$ cat config.mk
export PLATFORM = sky130hd
export DESIGN_NAME = tcs_timer_clock_source_select
export DESIGN_NICKNAME = d
export VERILOG_FILES = /design/src/core/tcs_pkg.sv /design/src/core/tcs_timer_clock_source_select.sv
export SDC_FILE = /design/constraint.sdc
export NUM_CORES = 1
export LEC_CHECK = 0
export ABC_AREA = 1
export BUFFER_PORTS_ARGS = -buffer_cell sky130_fd_sc_hd__buf_2
export CAP_MARGIN = 30
export CORE_UTILIZATION = 35
export CTS_CLUSTER_DIAMETER = 150
export DETAILED_ROUTE_END_ITERATION = 8
export GPL_ROUTABILITY_DRIVEN = 0
export PLACE_DENSITY = 0.58
export SYNTH_ARGS = -nofsm -noshare
export SYNTH_HDL_FRONTEND = slang
export SYNTH_SLANG_ARGS = --single-unit
export TNS_END_PERCENT = 100
$ cat constraint.sdc
create_clock -name mclk_in -period 5 [get_ports mclk_in]
set_input_delay 1 -clock mclk_in [delete_from_list [all_inputs] [get_ports mclk_in]]
set_output_delay 1 -clock mclk_in [all_outputs]
set_load 0.005 [all_outputs]
$ cat src/core/tcs_pkg.sv
// Purpose: Shared constants and state type for the timer clock source select block
// Assumes: mclk_in is the system clock (Fosc) at 250 MHz
// Notes: Select codes and prescale masks are fixed by the count-source encoding

// ****************************************************************
// Constants
// ****************************************************************
package tcs_pkg;

  // Count source select codes
  localparam logic [1:0] TCS_SEL_INSTR = 2'h0;
  localparam logic [1:0] TCS_SEL_SYS = 2'h1;
  localparam logic [1:0] TCS_SEL_EXT = 2'h2;
  localparam logic [1:0] TCS_SEL_CAP = 2'h3;

  // Widths
  localparam int TCS_COUNT_W = 16;
  localparam int TCS_BYTE_W = 8;
  localparam int TCS_N_SRC = 3;
  localparam int TCS_PRESC_W = 3;

  // Index of each external source in the sampled vector
  localparam int TCS_IDX_PIN = 0;
  localparam int TCS_IDX_XTAL = 1;
  localparam int TCS_IDX_CAP = 2;

  // Instruction cycle is four system clocks; last phase carries the tick
  localparam logic [1:0] TCS_PHASE_STEP = 2'h1;
  localparam logic [1:0] TCS_PHASE_LAST = 2'h3;

  // Prescale terminal values for ratios 1, 2, 4 and 8
  localparam logic [2:0] TCS_PS_MASK_1 = 3'h0;
  localparam logic [2:0] TCS_PS_MASK_2 = 3'h1;
  localparam logic [2:0] TCS_PS_MASK_4 = 3'h3;
  localparam logic [2:0] TCS_PS_MASK_8 = 3'h7;
  localparam logic [2:0] TCS_PRESC_STEP = 3'h1;
  localparam logic [2:0] TCS_PRESC_RST = 3'h0;

  localparam logic [15:0] TCS_COUNT_RST = 16'h0000;
  localparam logic [15:0] TCS_COUNT_STEP = 16'h0001;

  // Nominal crystal frequency, informational only
  localparam int TCS_XTAL_HZ = 32768;
  localparam int TCS_MCLK_HZ = 250000000;

  typedef enum logic [1:0] {
    TCS_SRC_SYS,
    TCS_SRC_INSTR,
    TCS_SRC_EXT
  } tcs_src_kind_t;

  typedef struct packed {
    logic [TCS_N_SRC-1:0] sync1;
    logic [TCS_N_SRC-1:0] sync2;
    logic [TCS_N_SRC-1:0] prev;
    logic [1:0] phase;
    logic [TCS_PRESC_W-1:0] presc;
    logic armed;
    logic on_d;
    logic pend;
    logic [1:0] sel_d;
    logic xtal_d;
    logic [TCS_COUNT_W-1:0] count;
    logic ovf;
  } tcs_state_t;

  localparam tcs_state_t TCS_STATE_RST = '0;

endpackage

$ cat src/core/tcs_timer_clock_source_select.sv
// Purpose: Count source selection, edge qualification and 16-bit count for a timer
// Assumes: Gate permit and register writes come from logic on mclk_in
// Notes: External sources are sampled by two flip-flops before any use

`timescale 1ns/10ps

module tcs_timer_clock_source_select (
  // Clock and reset
  input wire logic mclk_in,
  input wire logic arst_n_in,
  // Configuration
  input wire logic [1:0] count_source_select_in,
  input wire logic crystal_osc_enable_in,
  input wire logic ext_sync_enable_in,
  input wire logic [1:0] prescale_in,
  input wire logic counter_on_in,
  input wire logic gate_enable_bit_in,
  input wire logic gate_permit_in,
  // External count sources
  input wire logic external_count_pin_in,
  input wire logic crystal_osc_clk_in,
  input wire logic cap_sense_osc_in,
  // Count byte writes
  input wire logic count_low_byte_wr_in,
  input wire logic count_high_byte_wr_in,
  input wire logic [7:0] count_wr_data_in,
  // Status
  output logic [15:0] count_out,
  output logic overflow_out,
  output logic count_armed_out
);

  tcs_pkg::tcs_state_t st_r;
  tcs_pkg::tcs_state_t st_nxt;

  // ****************************************************************
  // Combinational next state
  // ****************************************************************
  logic [tcs_pkg::TCS_N_SRC-1:0] rise;
  logic [tcs_pkg::TCS_N_SRC-1:0] fall;
  logic instr_tick;
  logic external_sel;
  logic src_rise;
  logic src_fall;
  logic run;
  logic event_ok;
  logic do_write;
  logic rearm;
  logic [tcs_pkg::TCS_PRESC_W-1:0] presc_mask;
  tcs_pkg::tcs_src_kind_t kind;
  int src_idx;

  always_comb begin
    st_nxt = st_r;
    src_idx = tcs_pkg::TCS_IDX_PIN;
    kind = tcs_pkg::TCS_SRC_INSTR;
    event_ok = 1'b0;

    // ****************************************************************
    // Synchroniser chain; edges come from the second stage against its delayed copy
    // ****************************************************************
    st_nxt.sync1 = {cap_sense_osc_in, crystal_osc_clk_in, external_count_pin_in};
    st_nxt.sync2 = st_r.sync1;
    st_nxt.prev = st_r.sync2;
    rise = st_r.sync2 & ~st_r.prev;
    fall = ~st_r.sync2 & st_r.prev;

    st_nxt.phase = st_r.phase + tcs_pkg::TCS_PHASE_STEP;
    instr_tick = (st_r.phase == tcs_pkg::TCS_PHASE_LAST);

    // ****************************************************************
    // Source decode
    // ****************************************************************
    case (count_source_select_in)
      tcs_pkg::TCS_SEL_SYS: begin
        kind = tcs_pkg::TCS_SRC_SYS;
      end
      tcs_pkg::TCS_SEL_INSTR: begin
        kind = tcs_pkg::TCS_SRC_INSTR;
      end
      tcs_pkg::TCS_SEL_CAP: begin
        kind = tcs_pkg::TCS_SRC_EXT;
        src_idx = tcs_pkg::TCS_IDX_CAP;
      end
      tcs_pkg::TCS_SEL_EXT: begin
        kind = tcs_pkg::TCS_SRC_EXT;
        src_idx = crystal_osc_enable_in ? tcs_pkg::TCS_IDX_XTAL : tcs_pkg::TCS_IDX_PIN;
      end
      default: begin
        kind = tcs_pkg::TCS_SRC_INSTR;
      end
    endcase
    external_sel = (kind == tcs_pkg::TCS_SRC_EXT);
    src_rise = rise[src_idx];
    src_fall = fall[src_idx];

    // ****************************************************************
    // Enable and gating
    // ****************************************************************
    run = counter_on_in & (~gate_enable_bit_in | gate_permit_in);
    st_nxt.on_d = counter_on_in;
    st_nxt.sel_d = count_source_select_in;
    st_nxt.xtal_d = crystal_osc_enable_in;
    do_write = count_low_byte_wr_in | count_high_byte_wr_in;

    // ****************************************************************
    // Falling-edge arming; a falling edge wins over a same-cycle rearm clear, but counter off wins over both
    // ****************************************************************
    rearm = do_write | (counter_on_in & ~st_r.on_d)
      | (count_source_select_in != st_r.sel_d)
      | (crystal_osc_enable_in != st_r.xtal_d);
    if (!counter_on_in) begin
      st_nxt.armed = 1'b0;
    end else if (external_sel && src_fall) begin
      st_nxt.armed = 1'b1;
    end else if (rearm) begin
      st_nxt.armed = 1'b0;
    end

    // ****************************************************************
    // Count events per source kind
    // ****************************************************************
    case (kind)
      tcs_pkg::TCS_SRC_SYS: begin
        // One per system clock, i.e. four per instruction cycle
        event_ok = 1'b1;
      end
      tcs_pkg::TCS_SRC_INSTR: begin
        event_ok = instr_tick;
      end
      tcs_pkg::TCS_SRC_EXT: begin
        if (ext_sync_enable_in) begin
          // Aligned mode holds a qualified edge until the instruction tick
          // Edges within the same instruction cycle merge into one count
          if (st_r.armed && src_rise && !instr_tick) begin
            st_nxt.pend = 1'b1;
          end else if (instr_tick) begin
            st_nxt.pend = 1'b0;
          end
          event_ok = instr_tick & (st_r.pend | (st_r.armed & src_rise));
        end else begin
          st_nxt.pend = 1'b0;
          event_ok = st_r.armed & src_rise;
        end
      end
      default: begin
        event_ok = 1'b0;
      end
    endcase
    // A held edge must not survive a source or setting change, or it would
    // be counted later without the falling edge that re-arming demands
    if (!run || !external_sel || rearm) begin
      st_nxt.pend = 1'b0;
    end

    // ****************************************************************
    // Prescale ratio
    // ****************************************************************
    case (prescale_in)
      2'h0: presc_mask = tcs_pkg::TCS_PS_MASK_1;
      2'h1: presc_mask = tcs_pkg::TCS_PS_MASK_2;
      2'h2: presc_mask = tcs_pkg::TCS_PS_MASK_4;
      2'h3: presc_mask = tcs_pkg::TCS_PS_MASK_8;
      default: presc_mask = tcs_pkg::TCS_PS_MASK_1;
    endcase

    // ****************************************************************
    // Counter update; a byte write overrides any increment
    // ****************************************************************
    // Wrap to zero falls out of the 16-bit add; the flag marks it one cycle
    st_nxt.ovf = 1'b0;
    if (do_write) begin
      if (count_low_byte_wr_in) begin
        st_nxt.count[tcs_pkg::TCS_BYTE_W-1:0] = count_wr_data_in;
      end
      if (count_high_byte_wr_in) begin
        st_nxt.count[tcs_pkg::TCS_COUNT_W-1:tcs_pkg::TCS_BYTE_W] = count_wr_data_in;
      end
      st_nxt.presc = tcs_pkg::TCS_PRESC_RST;
      st_nxt.pend = 1'b0;
    end else if (run && event_ok) begin
      // Greater-or-equal so a ratio cut mid-run never strands the divider
      if (st_r.presc >= presc_mask) begin
        st_nxt.presc = tcs_pkg::TCS_PRESC_RST;
        st_nxt.count = st_r.count + tcs_pkg::TCS_COUNT_STEP;
        st_nxt.ovf = &st_r.count;
      end else begin
        st_nxt.presc = st_r.presc + tcs_pkg::TCS_PRESC_STEP;
      end
    end
  end

  // ****************************************************************
  // State register
  // ****************************************************************
  always_ff @(posedge mclk_in or negedge arst_n_in) begin
    if (!arst_n_in) begin
      st_r <= tcs_pkg::TCS_STATE_RST;
    end else begin
      st_r <= st_nxt;
    end
  end

  // ****************************************************************
  // Outputs, straight from the state register
  // ****************************************************************
  assign count_out = st_r.count;
  assign overflow_out = st_r.ovf;
  assign count_armed_out = st_r.armed;

endmodule

======== After elaboration in Yosys (flattened, before gate mapping) ========
Cells that the tools add are included.
storage, ports and cells
  register bits ........................... 37
  input port bits ......................... 24
  output and inout port bits .............. 18
  word-level logic and storage cells ...... 99
cells by class
  add/subtract/negate cells ............... 3
  magnitude comparators ................... 2
  eq/ne operators ......................... 15
  muxes and demuxes ....................... 30
  bitwise logic cells ..................... 16
  reduce and logical (&&, ||, !) cells .... 20
operator list
  kind                     count
  $mux W17                 2
  $lt A32 B4 Y1 const B    1
  $add A16 B1 Y16 const B  1
  $mux W1                  16
  $mux W16                 1
  $mux W8                  2
  $reduce_and A16 Y1       1
  $eq A2 B2 Y1 const B     6
  $pmux W3 S4              1
  $mux W3                  3
  $and A3 B3 Y3            2
  $eq A2 B1 Y1 const B     3
  $logic_not A2 Y1         3
  $not A3 Y3               2
  $or A1 B1 Y1             6
  $pmux W2 S3              1
  $reduce_and A3 Y1        2
  $ne A5 B1 Y1 const B     1
  $and A1 B1 Y1            4
  $bmux W1 S2              2
  $logic_and A1 B1 Y1      4
  $ne A2 B2 Y1 const B     2
  $pmux W2 S2              1
  $reduce_bool A2 Y1       2
  other kinds (13)         17

======== Depth between registers and ports, before layout ========
  word-level depth ........................ 13
  depth in mapped cells ................... 13
  depth with buffers taken out ............ 13

======== Worst setup path before layout ========
OpenSTA, ideal clock, no wires.
  kind .................................... input to register
  start point ............................. input prescale_in[0]
  end point ............................... register st_r, in the netlist count_out[11]
  setup time .............................. 0.065 ns
  data arrival time ....................... 2.434 ns
  required time ........................... 4.935 ns
  setup slack ............................. 2.501 ns
  stages on the path ...................... 12
  path buffers ............................ 0
  cells stage by stage .................... or2_2 ha_1 nand3_1 nand3_1 nand2_1 inv_2 o21ai_0 nor2_1 nand3_1 nand2_1 nand2_1 nand2_1
between the ends
  cells in the longest elaborated chain, start to end .. 5
  elaborated cells on any way between the ends .. 8
  classes of those cells .................. order compare: 1; eq/ne: 3; mux: 1; reduce/logical: 3
ends and longest elaborated chain
  what                                        line                                  RTL
  from (decl)                                 tcs_timer_clock_source_select.sv:15   input wire logic [1:0] prescale_in,
  $eq A2 B2 Y1, or another cell as far along  tcs_timer_clock_source_select.sv:159  case (prescale_in)
  $pmux W3 S4 *                               tcs_timer_clock_source_select.sv:159
  $ge A3 B3 Y1 *                              tcs_timer_clock_source_select.sv:183  if (st_r.presc >= presc_mask) begin
  $reduce_bool A2 Y1 (no line) *              n/a
  $reduce_and A3 Y1 (no line) *               n/a
  to (signal assigned)                        tcs_timer_clock_source_select.sv:198  st_r <= tcs_pkg::TCS_STATE_RST;
  to (signal assigned)                        tcs_timer_clock_source_select.sv:200  st_r <= st_nxt;
  to (decl)                                   tcs_timer_clock_source_select.sv:33   tcs_pkg::tcs_state_t st_r;
Mark *: on every way between the ends. The rest lies on a longest branch, timed or not.
A chain may end at the register's enable or synchronous reset.

======== Worst setup path in the final report ========
  start point ............................. input prescale_in[0]
  end point ............................... register st_r, in the netlist count_out[6]
Same word-level chain as after synthesis.

==> key figures <==
Synth
  – Cell Area, Synth: 2330 um^2
  – Synth Area per Inst: 7.21 um^2
  – Cells after Synth: 323
  – Post-synthesis cell type count: 25
  – Sequential area share after synthesis: 39.7%
  – Syn Nets: 353
  – Yosys Warn Count: 0
  – Yosys reg bits: 37

Detailed routing
  – Post-DRT Antenna Nets: 0
  – Routed length per instance: 12.8 um
  – Drc violations: 0
  – WL final: 5510 um
  – DR pass1 iterations: 4
  – Routed vias/inst: 4.82
  – Via count: 2078
  – 1st-iter DRT viols: 119

Setup path
  – Setup CP Type: input port to flop
  – Crit. End Element: flop
  – R2R setup slack: 2.99 ns
  – Worst Reg-to-Reg Cells: 11
  – Crit start category: input port
  – Crit-path max FO: 10
  – CP Data Arrival Time: 2.80 ns
  – Worst Path Required: 5.24 ns

Place
  – Pre-CTS setup slack: 2.16 ns
  – Post-DP HPWL: 4130 um
  – # port buffers: 41

CTS
  – Setup bufs post-CTS: 0
  – Clk_lat worst skew: 0.30 ns
  – Root buffer cell: clkbuf_8
  – Worst-path clk slew: 0.09 ns
  – PostCTS Resize Cnt: 0
  – Clock buffer depth: 2
  – TritonCTS Buffers: 5
  – CTS tree: done
  – Post-CTS Hold Buffers: 0
  – H-tree lvl count: 2
  – TritonCTS Sinks: 37

Finish
  – Layout cells sized above 1: 17.5%
  – Commonest non-fill, non-tap cell in the layout: nand2_1
  – Fillers: 689
  – Post-layout util: 40.6%
  – NumNets Final: 383
  – N_diodes: 0
  – P&R area growth vs syn: 11.2%
  – Most frequent cells in the layout: nand2_1 (102), nand3_1 (48), buf_2 (41)

Die
  – Die Wd: 83.6 um
  – Num rows: 29
  – DIE AREA: 6990 um^2
  – Core area: 6390 um^2
  – DIE HEIGHT: 83.6 um
  – IO Count: 42
  – Initial core utilization: 36.5%

Pwr
  – P_leak: 1.39 nW
  – VDD IR-drop max: 0.000104 V
  – Tot Pwr: 671 uW
  – PwrDens: 259 nW/um^2

GRT
  – Overflow after GRT: 0
  – Antenna violations before repair: 0
  – Largest net degree at the start of global routing: 38
  – First-pass GRT wire length: 9480 um
  – Gr usage total: 16.8%
  – Vias in the first global route: 1998

STA
  – FMAX: 391 MHz
  – Final Skew: 0.00629 ns
  – Final WS setup: 2.44 ns
  – Slew @ Worst Pin: 0.848 ns
  – Crit share post-route: 51.2%
  – Fin Setup TNS: 0 ns
  – Slew Limit Fails: 0
  – Setup violations, final: 0
  – Hold Vio Cnt, Final: 0
  – Min Tclk post-route: 2.56 ns
  – RSZ-0062 raised after global routing: false
  – Worst slew margin: 43.5%

Min path
  – Hold WC Path Type: flop to flop
  – WHS Path Cells: 0

Run
  – Total of max-cap violations: 0

Run status
  – Status: completed
## registers in the layout (all words and copies together) (netlist names)
| register | count |
|---|---|
| count_out | 16 |
| st_r | 13 |
| st_nxt | 6 |
| count_armed_out | 1 |
| overflow_out | 1 |
## metrics by stage
step | instance area, um^2 | instances | hold WS [ns]
floorplan | 2330 | 323 | 0.331
global placement | 2480 | 422 | 0.332
detailed placement | 2500 | 423 | 0.335
CTS | 2590 | 431 | 0.355
global route | 2590 | 431 | 0.359
finish | 2590 | 431 | 0.353
## per-layer routing
| layer | vias to the layer above | wire length (um) | global-route usage [%] |
|---|---|---|---|
| met5 | - | 0 | 0 |
| met4 | 0 | 119 | 6.32 |
| met3 | 11 | 285 | 3.66 |
| met2 | 52 | 2470 | 26.2 |
| met1 | 938 | 2630 | 22.8 |
| li1 | 1077 | - | - |
## cell type report
type	instances	area, um^2	share of cell area [%]
Timing Repair Buffer	42	220	8.50
Sequential cell	37	926	35.7
Inverter	33	124	4.78
Multi-Input combinational cell	234	1130	43.7
Tap cell	77	96.3	3.72
Clock inverter	3	25.0	0.966
Clock buffer	5	68.8	2.66
## worst max-delay path, stage by stage
cell	delay, ns
buf_2	0.11
or2_2	0.29
ha_1	0.28
nand3_1	0.08
nand3_1	0.11
nand2_1	0.22
inv_2	0.22
o21ai_0	0.12
nor2_1	0.11
nand3_1	0.08
nand2_1	0.07
nand2_1	0.05
nand2_1	0.05
## report_power, final
part / switching, mW / internal [mW] / total, mW
clock network: 0.122 / 0.102 / 0.224
logic: 0.0662 / 0.0407 / 0.107
registers: 0.0229 / 0.317 / 0.340
## synth_stat cells
master	n	share of area (%)
a21oi_1	8	1.7
and2_1	1	0.27
buf_4	17	5.5
buf_6	1	0.48
clkbuf_8	1	0.59
clkinv_1	2	0.32
dfrtp_1	37	40
ha_1	6	3.2
inv_1	29	4.7
inv_2	2	0.32
nand2_1	102	16
nand2_2	1	0.27
nand2_4	3	1.4
nand3_1	48	10
nand3_4	2	1.5
nand4_1	3	0.81
nor2_1	34	5.5
nor2_2	2	0.54
nor3_1	5	1.1
nor4_1	1	0.27
o21a_1	1	0.32
o21ai_0	9	1.9
o22ai_1	1	0.27
or2_2	1	0.27
xor2_1	6	2.3
## final timing paths
kind | startpoint | to
setup / recovery | prescale_in[0] | count_out[6]$_DFFE_PN0P_
hold / removal | st_nxt[31]$_DFF_PN0_ | st_nxt[28]$_DFF_PN0_
setup reg to reg | st_r[25]$_DFFE_PN0P_ | count_out[6]$_DFFE_PN0P_
hold reg to reg | st_nxt[31]$_DFF_PN0_ | st_nxt[28]$_DFF_PN0_
max in group asynchronous | arst_n_in | count_out[10]$_DFFE_PN0P_
min in group asynchronous | arst_n_in | st_nxt[32]$_DFF_PN0_
## kinds of logic (layout without fill, tap and decap cells)
family	after synthesis	after routing	synth area share, %
buf+inv	52	83	11.9
flops	37	37	39.7
simple gates	203	203	38.7
fa+ha+maj	6	6	3.22
xor+xnor	6	6	2.26
compound gates	19	19	4.24
No activity file was read; power rests on OpenSTA's default activity.
